===== src/hw/tea_pkg.sv =====
// Notes on behaviour
// - input one: 0x3 stops, 0x4 decrements counter
// - input one 0x5: period slot zero, width one
// - input one 0x6: period slot one, width zero
// - bits 2:0 select input zero action; 0x0 off
// - input zero: 0x1 restarts, 0x3 only starts
// - input zero: 0x2 tallies events, 0x4 increments
// - input zero 0x5 counts while event active
// - clear port: write one disables, zero ignored
// - clear and set ports share one mask
// - bits 19:16 are channel match enables
// - bits 15,14 are hard stop fault enables
// - bits 13,12 are recoverable fault enables
// - bit 11 is halt fault enable
// - bit 10 exists only on variant build
// - bit 3 error, bit 2 cycle enables
// - bit 1 restart, bit 0 wrap enables
// - clear port reads one while enabled
// - set port: write one enables, zero ignored
// - input one: 0x0 off, 0x1 restart, 0x2 direction
package tea_pkg;
   localparam int ADDR_W = 8;
   localparam int DATA_W = 32;
   localparam int MASK_W = 20;

   localparam logic [ADDR_W-1:0] OFF_EVENT_CTRL     = 8'h20;
   localparam logic [ADDR_W-1:0] OFF_IRQ_MASK_CLEAR = 8'h24;
   localparam logic [ADDR_W-1:0] OFF_IRQ_MASK_SET   = 8'h28;
   localparam logic [ADDR_W-1:0] OFF_ACTION_STATUS  = 8'h30;

   localparam int ACT0_LSB = 0;
   localparam int ACT1_LSB = 3;
   localparam int ACT_W    = 3;
   localparam int INV0_BIT = 12;
   localparam int INV1_BIT = 13;
   localparam int EN0_BIT  = 14;
   localparam int EN1_BIT  = 15;
   localparam int STAT_DIR_BIT   = 0;
   localparam int STAT_FAULT_BIT = 1;

   localparam logic [ACT_W-1:0] ACT_OFF          = 3'h0;
   localparam logic [ACT_W-1:0] ACT_RESTART      = 3'h1;
   localparam logic [ACT_W-1:0] ACT0_TALLY       = 3'h2;
   localparam logic [ACT_W-1:0] ACT0_START       = 3'h3;
   localparam logic [ACT_W-1:0] ACT0_INC         = 3'h4;
   localparam logic [ACT_W-1:0] ACT0_COUNT_ACT   = 3'h5;
   localparam logic [ACT_W-1:0] ACT0_RESERVED    = 3'h6;
   localparam logic [ACT_W-1:0] ACT1_DIR         = 3'h2;
   localparam logic [ACT_W-1:0] ACT1_STOP        = 3'h3;
   localparam logic [ACT_W-1:0] ACT1_STEP_DOWN   = 3'h4;
   localparam logic [ACT_W-1:0] ACT1_PERIOD_WIDTH = 3'h5;
   localparam logic [ACT_W-1:0] ACT1_WIDTH_PERIOD = 3'h6;
   localparam logic [ACT_W-1:0] ACT_FAULT        = 3'h7;

   // enable bits: 19:16 channels, 15:11 faults, 10 variant, 3:0 counter
   localparam logic [MASK_W-1:0] MASK_BASE_IMPL   = 20'hff80f;
   localparam logic [MASK_W-1:0] MASK_REFRESH_BIT = 20'h00400;
   localparam logic [MASK_W-1:0] MASK_RESET       = 20'h00000;

   localparam logic [1:0] RESP_OKAY   = 2'h0;
   localparam logic [1:0] RESP_SLVERR = 2'h2;
endpackage


===== src/hw/action_if.sv =====
`timescale 1ns/1ps
`default_nettype none
interface action_if;
   logic restart;
   logic start;
   logic stop;
   logic tally;
   logic inc;
   logic dec;
   logic count_active;
   logic step_down;
   logic cap0_stb;
   logic cap1_stb;
   logic fault;
   modport src (output restart, start, stop, tally, inc, dec,
                count_active, step_down, cap0_stb, cap1_stb, fault);
   modport dst (input restart, start, stop, tally, inc, dec,
                count_active, step_down, cap0_stb, cap1_stb, fault);
endinterface
`default_nettype wire


===== src/hw/event_action_decode.sv =====
`timescale 1ns/1ps
`default_nettype none
module event_action_decode
   import tea_pkg::*;
(
   input  wire logic             core_clk,
   input  wire logic             nrst,
   input  wire logic [ACT_W-1:0] act0,
   input  wire logic [ACT_W-1:0] act1,
   input  wire logic             ev0,
   input  wire logic             ev1,
   action_if.src                 act
);
   typedef struct packed {
      logic ev0_d;
      logic ev1_d;
      logic restart;
      logic start;
      logic stop;
      logic tally;
      logic inc;
      logic dec;
      logic count_active;
      logic step_down;
      logic cap0_stb;
      logic cap1_stb;
      logic fault;
   } dec_state_t;

   dec_state_t st_r;
   dec_state_t st_nxt;

   always_comb begin
      logic rise0;
      logic rise1;
      logic fall1;
      rise0 = ev0 & ~st_r.ev0_d;
      rise1 = ev1 & ~st_r.ev1_d;
      fall1 = ~ev1 & st_r.ev1_d;
      st_nxt = '0;
      st_nxt.ev0_d = ev0;
      st_nxt.ev1_d = ev1;
      // code 0x0 and reserved 0x6 fall through with every pulse low
      unique case (act0)
         ACT_RESTART:    st_nxt.restart = rise0;
         ACT0_TALLY:     st_nxt.tally = rise0;
         ACT0_START:     st_nxt.start = rise0;
         ACT0_INC:       st_nxt.inc = rise0;
         ACT0_COUNT_ACT: st_nxt.count_active = ev0;
         ACT_FAULT:      st_nxt.fault = rise0;
         ACT_OFF, ACT0_RESERVED: ;
      endcase
      unique case (act1)
         ACT_RESTART:
            st_nxt.restart = st_nxt.restart | rise1;
         ACT1_DIR:       st_nxt.step_down = ev1;
         ACT1_STOP:      st_nxt.stop = rise1;
         ACT1_STEP_DOWN: st_nxt.dec = rise1;
         ACT1_PERIOD_WIDTH: begin
            st_nxt.cap0_stb = rise1;
            st_nxt.cap1_stb = fall1;
         end
         ACT1_WIDTH_PERIOD: begin
            st_nxt.cap1_stb = rise1;
            st_nxt.cap0_stb = fall1;
         end
         ACT_FAULT:
            st_nxt.fault = st_nxt.fault | rise1;
         ACT_OFF: ;
      endcase
   end

   always_ff @(posedge core_clk or negedge nrst) begin
      if (!nrst) begin
         st_r <= '0;
      end else begin
         st_r <= st_nxt;
      end
   end

   assign act.restart      = st_r.restart;
   assign act.start        = st_r.start;
   assign act.stop         = st_r.stop;
   assign act.tally        = st_r.tally;
   assign act.inc          = st_r.inc;
   assign act.dec          = st_r.dec;
   assign act.count_active = st_r.count_active;
   assign act.step_down    = st_r.step_down;
   assign act.cap0_stb     = st_r.cap0_stb;
   assign act.cap1_stb     = st_r.cap1_stb;
   assign act.fault        = st_r.fault;
endmodule
`default_nettype wire


===== src/hw/irq_mask_regs.sv =====
`timescale 1ns/1ps
`default_nettype none
module irq_mask_regs
   import tea_pkg::*;
(
   input  wire logic              core_clk,
   input  wire logic              nrst,
   input  wire logic              clr_we,
   input  wire logic              set_we,
   input  wire logic [MASK_W-1:0] wbits,
   input  wire logic [MASK_W-1:0] impl,
   output logic      [MASK_W-1:0] mask
);
   typedef struct packed {
      logic [MASK_W-1:0] mask;
   } mask_state_t;

   mask_state_t st_r;
   mask_state_t st_nxt;

   // a single mask behind both ports, so either view shows every change
   always_comb begin
      st_nxt = st_r;
      if (clr_we) begin
         st_nxt.mask = st_r.mask & ~wbits;
      end
      if (set_we) begin
         st_nxt.mask = st_nxt.mask | wbits;
      end
      st_nxt.mask = st_nxt.mask & impl;
   end

   always_ff @(posedge core_clk or negedge nrst) begin
      if (!nrst) begin
         st_r.mask <= MASK_RESET;
      end else begin
         st_r <= st_nxt;
      end
   end

   assign mask = st_r.mask;
endmodule
`default_nettype wire


===== src/hw/timer_event_action_irq_mask.sv =====
// Local design decision: the AXI4-Lite register port.
`timescale 1ns/1ps
`default_nettype none
module timer_event_action_irq_mask
   import tea_pkg::*;
#(
   parameter bit HAS_REFRESH_FAULT = 1'b0
)(
   input  wire logic              core_clk,
   input  wire logic              nrst,
   input  wire logic [ADDR_W-1:0] s_axi_awaddr,
   input  wire logic              s_axi_awvalid,
   output logic                   s_axi_awready,
   input  wire logic [DATA_W-1:0] s_axi_wdata,
   input  wire logic [3:0]        s_axi_wstrb,
   input  wire logic              s_axi_wvalid,
   output logic                   s_axi_wready,
   output logic      [1:0]        s_axi_bresp,
   output logic                   s_axi_bvalid,
   input  wire logic              s_axi_bready,
   input  wire logic [ADDR_W-1:0] s_axi_araddr,
   input  wire logic              s_axi_arvalid,
   output logic                   s_axi_arready,
   output logic      [DATA_W-1:0] s_axi_rdata,
   output logic      [1:0]        s_axi_rresp,
   output logic                   s_axi_rvalid,
   input  wire logic              s_axi_rready,
   input  wire logic              timer_event_in_zero,
   input  wire logic              timer_event_in_one,
   input  wire logic [MASK_W-1:0] irq_flags,
   output logic                   irq_req,
   output logic                   restart_pulse,
   output logic                   start_pulse,
   output logic                   stop_pulse,
   output logic                   tally_each_event,
   output logic                   inc_pulse,
   output logic                   step_down_pulse,
   output logic                   count_active,
   output logic                   step_down,
   output logic                   capture_slot_zero,
   output logic                   capture_slot_one,
   output logic                   fault_pulse
);
   localparam logic [MASK_W-1:0] MASK_IMPL =
      HAS_REFRESH_FAULT ? (MASK_BASE_IMPL | MASK_REFRESH_BIT)
                        : MASK_BASE_IMPL;

   typedef struct packed {
      logic              aw_got;
      logic              w_got;
      logic [ADDR_W-1:0] waddr;
      logic [DATA_W-1:0] wdata;
      logic [3:0]        wstrb;
      logic              bvalid;
      logic [1:0]        bresp;
      logic              rvalid;
      logic [DATA_W-1:0] rdata;
      logic [1:0]        rresp;
      logic [ACT_W-1:0]  act0;
      logic [ACT_W-1:0]  act1;
      logic              inv0;
      logic              inv1;
      logic              en0;
      logic              en1;
      logic              fault_seen;
      logic              irq_req;
   } top_state_t;

   top_state_t        st_r;
   top_state_t        st_nxt;
   logic              clr_we;
   logic              set_we;
   logic [MASK_W-1:0] wbits;
   logic [MASK_W-1:0] mask;
   logic              ev0;
   logic              ev1;

   action_if act ();

   function automatic logic [DATA_W-1:0] lanes(input logic [3:0] strb);
      logic [DATA_W-1:0] m;
      m = '0;
      for (int i = 0; i < 4; i++) begin
         m[i*8 +: 8] = {8{strb[i]}};
      end
      return m;
   endfunction

   // a disabled input is held low so the decoder sees no edges from it
   assign ev0 = (timer_event_in_zero ^ st_r.inv0) & st_r.en0;
   assign ev1 = (timer_event_in_one ^ st_r.inv1) & st_r.en1;

   event_action_decode u_decode (
      .core_clk (core_clk),
      .nrst     (nrst),
      .act0     (st_r.act0),
      .act1     (st_r.act1),
      .ev0      (ev0),
      .ev1      (ev1),
      .act      (act)
   );

   irq_mask_regs u_mask (
      .core_clk (core_clk),
      .nrst     (nrst),
      .clr_we   (clr_we),
      .set_we   (set_we),
      .wbits    (wbits),
      .impl     (MASK_IMPL),
      .mask     (mask)
   );

   // no new address or data is taken while a response is pending
   assign s_axi_awready = ~st_r.aw_got & ~st_r.bvalid;
   assign s_axi_wready  = ~st_r.w_got & ~st_r.bvalid;
   assign s_axi_arready = ~st_r.rvalid;

   always_comb begin
      logic              do_write;
      logic [DATA_W-1:0] wmasked;
      logic              fault_clr;
      st_nxt    = st_r;
      clr_we    = 1'b0;
      set_we    = 1'b0;
      fault_clr = 1'b0;
      wmasked   = st_r.wdata & lanes(st_r.wstrb);
      wbits     = wmasked[MASK_W-1:0];
      do_write  = st_r.aw_got & st_r.w_got & ~st_r.bvalid;

      if (s_axi_awvalid & s_axi_awready) begin
         st_nxt.aw_got = 1'b1;
         st_nxt.waddr  = s_axi_awaddr;
      end
      if (s_axi_wvalid & s_axi_wready) begin
         st_nxt.w_got = 1'b1;
         st_nxt.wdata = s_axi_wdata;
         st_nxt.wstrb = s_axi_wstrb;
      end

      if (do_write) begin
         st_nxt.aw_got = 1'b0;
         st_nxt.w_got  = 1'b0;
         st_nxt.bvalid = 1'b1;
         st_nxt.bresp  = RESP_OKAY;
         unique case (st_r.waddr)
            OFF_EVENT_CTRL: begin
               if (st_r.wstrb[0]) begin
                  st_nxt.act0 = st_r.wdata[ACT0_LSB +: ACT_W];
                  st_nxt.act1 = st_r.wdata[ACT1_LSB +: ACT_W];
               end
               if (st_r.wstrb[1]) begin
                  st_nxt.inv0 = st_r.wdata[INV0_BIT];
                  st_nxt.inv1 = st_r.wdata[INV1_BIT];
                  st_nxt.en0  = st_r.wdata[EN0_BIT];
                  st_nxt.en1  = st_r.wdata[EN1_BIT];
               end
            end
            OFF_IRQ_MASK_CLEAR: clr_we = 1'b1;
            OFF_IRQ_MASK_SET:   set_we = 1'b1;
            OFF_ACTION_STATUS:  fault_clr = wmasked[STAT_FAULT_BIT];
            default:            st_nxt.bresp = RESP_SLVERR;
         endcase
      end

      if (st_r.bvalid & s_axi_bready) begin
         st_nxt.bvalid = 1'b0;
      end

      // a fault arriving with the clear keeps the flag set
      st_nxt.fault_seen = (st_r.fault_seen & ~fault_clr) | act.fault;

      if (st_r.rvalid & s_axi_rready) begin
         st_nxt.rvalid = 1'b0;
      end
      if (s_axi_arvalid & s_axi_arready) begin
         st_nxt.rvalid = 1'b1;
         st_nxt.rresp  = RESP_OKAY;
         st_nxt.rdata  = '0;
         unique case (s_axi_araddr)
            OFF_EVENT_CTRL: begin
               st_nxt.rdata[ACT0_LSB +: ACT_W] = st_r.act0;
               st_nxt.rdata[ACT1_LSB +: ACT_W] = st_r.act1;
               st_nxt.rdata[INV0_BIT] = st_r.inv0;
               st_nxt.rdata[INV1_BIT] = st_r.inv1;
               st_nxt.rdata[EN0_BIT]  = st_r.en0;
               st_nxt.rdata[EN1_BIT]  = st_r.en1;
            end
            // both views read the one mask; holes read zero
            OFF_IRQ_MASK_CLEAR, OFF_IRQ_MASK_SET:
               st_nxt.rdata[MASK_W-1:0] = mask;
            OFF_ACTION_STATUS: begin
               st_nxt.rdata[STAT_DIR_BIT]   = act.step_down;
               st_nxt.rdata[STAT_FAULT_BIT] = st_r.fault_seen;
            end
            default: st_nxt.rresp = RESP_SLVERR;
         endcase
      end

      // bits 19:16 channels, 15:11 faults, 10 variant, 3:0 counter
      st_nxt.irq_req = |(irq_flags & mask);
   end

   always_ff @(posedge core_clk or negedge nrst) begin
      if (!nrst) begin
         st_r <= '0;
      end else begin
         st_r <= st_nxt;
      end
   end

   assign s_axi_bvalid = st_r.bvalid;
   assign s_axi_bresp  = st_r.bresp;
   assign s_axi_rvalid = st_r.rvalid;
   assign s_axi_rdata  = st_r.rdata;
   assign s_axi_rresp  = st_r.rresp;
   assign irq_req      = st_r.irq_req;

   assign restart_pulse     = act.restart;
   assign start_pulse       = act.start;
   assign stop_pulse        = act.stop;
   assign tally_each_event  = act.tally;
   assign inc_pulse         = act.inc;
   assign step_down_pulse   = act.dec;
   assign count_active      = act.count_active;
   assign step_down         = act.step_down;
   assign capture_slot_zero = act.cap0_stb;
   assign capture_slot_one  = act.cap1_stb;
   assign fault_pulse       = act.fault;
endmodule
`default_nettype wire

===== config.mk =====
export PLATFORM = sky130hd
export DESIGN_NAME = timer_event_action_irq_mask
export DESIGN_NICKNAME = d
export VERILOG_FILES = /design/src/hw/tea_pkg.sv /design/src/hw/action_if.sv /design/src/hw/event_action_decode.sv /design/src/hw/irq_mask_regs.sv /design/src/hw/timer_event_action_irq_mask.sv
export SDC_FILE = /design/constraint.sdc
export NUM_CORES = 1
export LEC_CHECK = 0
export BUFFER_PORTS_ARGS = -buffer_cell sky130_fd_sc_hd__clkbuf_2
export CAP_MARGIN = 20
export CORE_MARGIN = 4
export CORE_UTILIZATION = 55
export CTS_CLUSTER_SIZE = 20
export DETAILED_ROUTE_END_ITERATION = 7
export GPL_TIMING_DRIVEN = 0
export PLACE_DENSITY = 0.92
export SLEW_MARGIN = 30
export SYNTH_ARGS = -nofsm -noshare
export SYNTH_HDL_FRONTEND = slang
export SYNTH_SLANG_ARGS = --single-unit

===== constraint.sdc =====
create_clock -name core_clk -period 6 [get_ports core_clk]
set_clock_uncertainty 0.05 [all_clocks]
set_input_delay 1.2 -clock core_clk [delete_from_list [all_inputs] [get_ports core_clk]]
set_output_delay 1.2 -clock core_clk [all_outputs]
set_load 0.02 [all_outputs]

* Word level (Yosys, flattened, before mapping)
Cells that the tools add are included.
** Word-level totals
- Flip-flop bits (word level) :: 97
- Bits in latches :: 0
- RAM bits :: 0
- Bits in read-only memories :: 0
- Input port bits :: 81
- Output and inout port bits :: 53
- Logic and storage cells :: 130
- Memories kept :: 0
** Operators by class
- Add/subtract/negate cells :: 0
- Multipliers :: 0
- Divide/modulo/power cells :: 0
- Magnitude comparators :: 0
- Eq/ne operators :: 21
- Shift-type cells :: 0
- Muxes and demuxes :: 34
- Bitwise gates (word level) :: 33
- Reduce and logical (&&, ||, !) cells :: 10
** Operators with widths (number)
- 8-bit by 6-bit == test with 1-bit output, second input constant :: 8
- 20-bit bitwise AND :: 3
- 20-bit two-way mux :: 2
- 35-bit two-way mux :: 1
- 3-bit == test, second input constant :: 7
- 1-bit two-way mux :: 21
- 20-bit inverter :: 1
- 20-bit bitwise OR :: 1
- 20-bit OR reduction :: 1
- 4-bit one-hot mux with 2 select lines :: 2
- 1-bit bitwise AND :: 15
- 3-bit by 2-bit == test with 1-bit output, second input constant :: 4
- 1-bit inverter :: 8
- 2-bit nonzero test :: 4
- 4-bit OR reduction :: 2
- 3-bit by 1-bit == test with 1-bit output, second input constant :: 2
- 2-bit two-way mux :: 3
- 6-bit two-way mux :: 1
- 2-bit one-hot mux with 3 select lines :: 1
- 3-bit AND reduction :: 2
- 4-bit two-way mux :: 1
- 2-bit one-hot mux with 2 select lines :: 1
- 3-bit two-way mux :: 1
- 1-bit bitwise OR :: 3
- other kinds (2) :: 3

* Longest topological paths before layout
- Word-level depth :: 6
- Gate-level depth with buffers :: 6

* Modules after synthesis
Synthesis repeated with hierarchy kept, for this count alone.
** Second synthesis, totals
- Cells, all modules :: 392
- Area, all modules :: 4774.6 um^2
** Modules (own cells, without submodules)
- timer_event_action_irq_mask :: times used 1, cells an instance 272, area an instance 3357.0 um^2
- irq_mask_regs :: times used 1, cells an instance 84, area an instance 908.4 um^2
- event_action_decode :: times used 1, cells an instance 36, area an instance 509.2 um^2

* Worst setup path before layout
OpenSTA, ideal clock, no wires.
- Path kind :: input -> register
- Start point :: input s_axi_araddr[4]
- End point :: register st_r, in the netlist s_axi_rresp[1]
- Data arrival time :: 2.478 ns
- Path slack :: 3.333 ns
- Stages :: 4
- Cell sequence :: clkbuf_1 > maj3_1 > or4b_2 > a21boi_0
** Between the ends
- Word-level cells in the longest chain between the ends :: 3
** RTL lines
- start, declared :: RTL line timer_event_action_irq_mask.sv:21 : input wire logic [ADDR_W-1:0] s_axi_araddr,
- 8-bit by 6-bit == test with 1-bit output :: RTL line timer_event_action_irq_mask.sv:179 : unique case (s_axi_araddr)
- 4-bit OR reduction (no line) *
- 2-bit two-way mux * :: RTL line timer_event_action_irq_mask.sv:179
- end signal, assigned :: RTL line timer_event_action_irq_mask.sv:207 : st_r <= st_nxt;
- end, declared :: RTL line timer_event_action_irq_mask.sv:69 : top_state_t st_r;
Mark *: on every way between the ends. The rest lies on a longest branch, timed or not.
A chain may end at the register's enable or synchronous reset.

* Worst setup path after layout
- Start point :: input s_axi_araddr[1]
- End point :: register st_r, in the netlist s_axi_rdata[3]
** Between the ends
- Word-level cells in the longest chain between the ends :: 3
** RTL lines (RTL line)
- 8-bit by 6-bit == test with 1-bit output :: timer_event_action_irq_mask.sv:179
- 2-bit OR reduction
- 4-bit one-hot mux with 2 select lines * :: timer_event_action_irq_mask.sv:179
Marked as above.

==> out/results.txt <==
The total placed instance area was 0.00471 sq mm. For this block, the via count after detailed routing is 3,050. Grouping stages by cell kind, the critical path spends the most delay in simple AND/OR/NAND/NOR gates. For the number of global-route vias before repair, the log shows 3,102.

In this run the register-to-register setup slack is 3.82 ns. The placeable core area is 0.00721 sq mm, and the area added between synthesis and finish is 20.5%. Of the synthesized area, sequential elements account for 52.3%.

After the first detailed-routing iteration, the DRC count stood at 271. After synthesis the netlist holds a flip-flop and latch count of 85. The power per standard cell area is 352 mW/mm^2, and the H-tree level count is 3. Entering global routing, the biggest net connects 86 pins. The category of the worst setup path launch point was a primary input. Distinct cell type count of the synthesized netlist: 46. At the worst endpoint, the required time is 6.24 ns.

After synthesis, the share of flip-flops with an asynchronous set or reset is 100%. Setup violations remaining at the end of the flow were counted as 0. The number of gates resized after CTS was 0.

The post-detailed-route DRC marker count is 0. Hold violation total from the final report: 0. For this run, the detailed router's first-pass iteration total came to 4. The horizontal extent of the die works out to 94.0 um.

The reported max-cap violation count is 0, and the peak clock frequency supported by timing is 0.396 GHz. The signal on the critical path passes through clkbuf_2 -> nor4_1 -> nor4b_2 -> a221o_1. The maximum fanout encountered on the critical timing path came out at 8. Clock tree synthesis inserted a total of 9 buffers. The actual transition at the worst max-transition pin came out at 0.788 ns. For the initial antenna violation count, the log shows 0. The run gives 0.00490 sq mm as the cell area after layout. In this run the critical register-to-register path is launched from s_axi_bvalid. The number of cell instances on the worst register-to-register path is 4, and the number of port buffers is 88.

The tools report the detailed placer's ending HPWL as 6940 um. Clock-pin slew was measured on the worst setup and hold paths at 0.08 ns. In the final timing run, aggregate negative setup slack is 0 ns. The endpoint identified for the worst register-to-register timing path is st_r[9]. The logs give 2.41 nW for the static leakage and 345 for the cell count after synthesis. The tools report the final core utilization as 67.9%. The routed wirelength normalized by instance count is 16.1 um, and the total number of clock tree sinks is 85. Global-route congestion overflow total: 0. The number of vias per cell after detailed routing is 5.40, and the layout filler cell count is 531. For the endpoint arrival time on the critical path, the log shows 2.76 ns.

Post-route non-filler standard cell count: 565. The die is 94.0 um tall. After clock tree synthesis, the setup repair step added 0 buffers. The insertion delay to the later sink of the worst-skew pair was 0.35 ns. Endpoint with the worst hold slack: s_axi_rdata[1].

The tools report the max-slew violation count as 0. The number of buffers between clock root and the deepest sink is 2, and the combined flip-flop and latch cell area is 0.00213 sq mm. The first global-routing pass estimated 14,800 um of wire. TritonCTS built the clock tree.

The worst path buffer plus inverter count was 1; the antenna diode instance count was 0. The worst IR drop on VDD is 0.213 mV. The initial utilization of the core area, before any placement, comes to 56.4%. The run gives 0 as the synthesis warning total.

The tools report the root cell of the clock tree as sky130_fd_sc_hd__clkbuf_8. Total placed cells including tap cells: 550. The startpoint identified for the worst hold timing path is s_axi_rdata[1]. The detailed-route wire length was 9070 um; the hold-critical path depth was 2.

Ratio of final minimum period to clock period: 42.0%. The tools report the cts-stage hold buffer count as 0. The critical path crosses 4 cells after its start point. The multi-input combinational cells in the finished layout cover a total of 0.00159 sq mm. The congestion estimate from routability-driven global placement came to 0.852. The die footprint came out at 0.00883 sq mm. The setup path with the least slack is of type primary input to flip-flop. The longest individual stage delay on the worst path is 0.73 ns, and the cell area after synthesis is 0.00407 sq mm. The largest individual stage delay along the critical path comes from the cell sky130_fd_sc_hd__nor4b_2. In this run the core area contains 31 standard-cell rows. The average instance area after synthesis was 11.8 sq um; the boundary pin count was 134.

The relative max-transition margin is 47.3%, and the number of synthesized flops with an enable pin is 0. For the total power, the log shows 1.72 mW. The type of the worst min-delay path is flip-flop to flip-flop.

Among all flip-flop cells after synthesis, the most frequent one is sky130_fd_sc_hd__dfrtp_1. Clock period minus final worst setup slack: 2.52 ns. Setup repair after global routing left no endpoint under its margin. The logs give 0 for the number of routed nets with antenna violations and 21.8% for the combined global-route utilization of all metal layers. The flow ran to the end, and the final reports show no timing, DRC or antenna violations. Kind of capture point of the worst setup path: a flip-flop. The fraction of final layout cells sized beyond drive strength 1 is 41.6%, and the final-stage net count is 543.
## area by class of cell
cell class                      count  area share (%)
Clock inverter                      3           0.945
Timing Repair Buffer               88            9.17
Multi-Input combinational cell    208            32.5
Buffer                             53            7.13
Clock buffer                       12            2.96
Inverter                           17            1.30
Sequential cell                    85            43.4
Tap cell                           99            2.53
## report_power, final
part	internal [mW]	switching (mW)	leakage, nW
combinational	0.227	0.257	1.20
sequential	0.701	0.139	1.11
clock	0.203	0.195	0.0927
## worst max-delay path by stage
| stage | from | endpoint | slack, ns |
|---|---|---|---|
| after floorplan | s_axi_araddr[4] | s_axi_rresp[1] | 3.33 |
| after global placement | nrst | st_r[91] | 2.89 |
| after detailed placement | s_axi_araddr[7] | s_axi_rdata[3] | 3.12 |
| after CTS | s_axi_araddr[7] | s_axi_rdata[3] | 3.49 |
| after global routing | s_axi_araddr[1] | s_axi_rdata[3] | 3.34 |
| final | s_axi_araddr[1] | s_axi_rdata[3] | 3.48 |
## cells by family after synthesis
group | count (synthesis) | synth area share (%)
AO/OA/AOI/OAI | 63 | 11.3
XOR/XNOR | 3 | 0.646
adder cells (fa/ha/maj) | 2 | 0.492
buffers and inverters | 70 | 10.2
flip-flops | 85 | 52.3
multiplexers | 37 | 10.2
other | 1 | 0.0922
AND/OR/NAND/NOR | 84 | 14.7
## per-layer routing
layer	GRT usage, %	part of all wire (%)	routed length, um	vias up
li1	-	-	-	1439
met5	0	0	0	-
met1	29.3	42	3770	1472
met4	8.78	1.5	140	0
met2	35.5	50	4500	128
met3	3.61	7.4	668	11
## flip-flops by register name (all words and copies together), names as in the netlist, 2 cells and up
name and cells:
st_r 39, u_decode.st_r 2, s_axi_rdata 15, u_mask.mask 13
## worst register-to-register path, cell delays in order, from the launching register on
cell and delay (ns):
sky130_fd_sc_hd__dfrtp_1 0.47, sky130_fd_sc_hd__or4b_1 0.51, sky130_fd_sc_hd__buf_4 0.20, sky130_fd_sc_hd__nor4_4 0.44
sky130_fd_sc_hd__mux2_2 0.40
## synth_stat cells, drive strengths merged (6+ instances only)
library cell / number / area (sq um)
clkbuf: 9 / 33.8
buf: 44 / 315
mux2: 37 / 417
o41ai: 13 / 114
dfrtp: 85 / 2130
a22o: 8 / 70.1
and2: 9 / 56.3
a221o: 6 / 60.1
inv: 17 / 63.8
nand2: 14 / 52.6
nor2: 10 / 37.5
nand3b: 8 / 60.1
o21ai: 18 / 90.1
## placed cells by master (no fill, tap or decap), drive strengths merged, types with 4 or more instances in the layout
| cell | count |
|---|---|
| a221o | 6 |
| buf | 44 |
| clkbuf | 109 |
| nand3b | 8 |
| nand4b | 5 |
| nor2 | 10 |
| nand2 | 14 |
| conb | 19 |
| o21ai | 18 |
| a22oi | 5 |
| o41ai | 13 |
| a22o | 8 |
| or4b | 5 |
| or4 | 4 |
| inv | 17 |
| and2 | 9 |
| nor4b | 5 |
| a21oi | 5 |
| dfrtp | 85 |
| mux2 | 37 |
| nand3 | 4 |
## metrics by stage
step           hold WS, ns  setup slack [ns]
2_1_floorplan        0.394              3.33
3_3_place_gp         0.406              2.89
3_5_place_dp         0.414              3.12
4_1_cts              0.434              3.49
5_1_grt              0.457              3.34
6_report             0.435              3.48
Power figures use the tool's default switching activity.
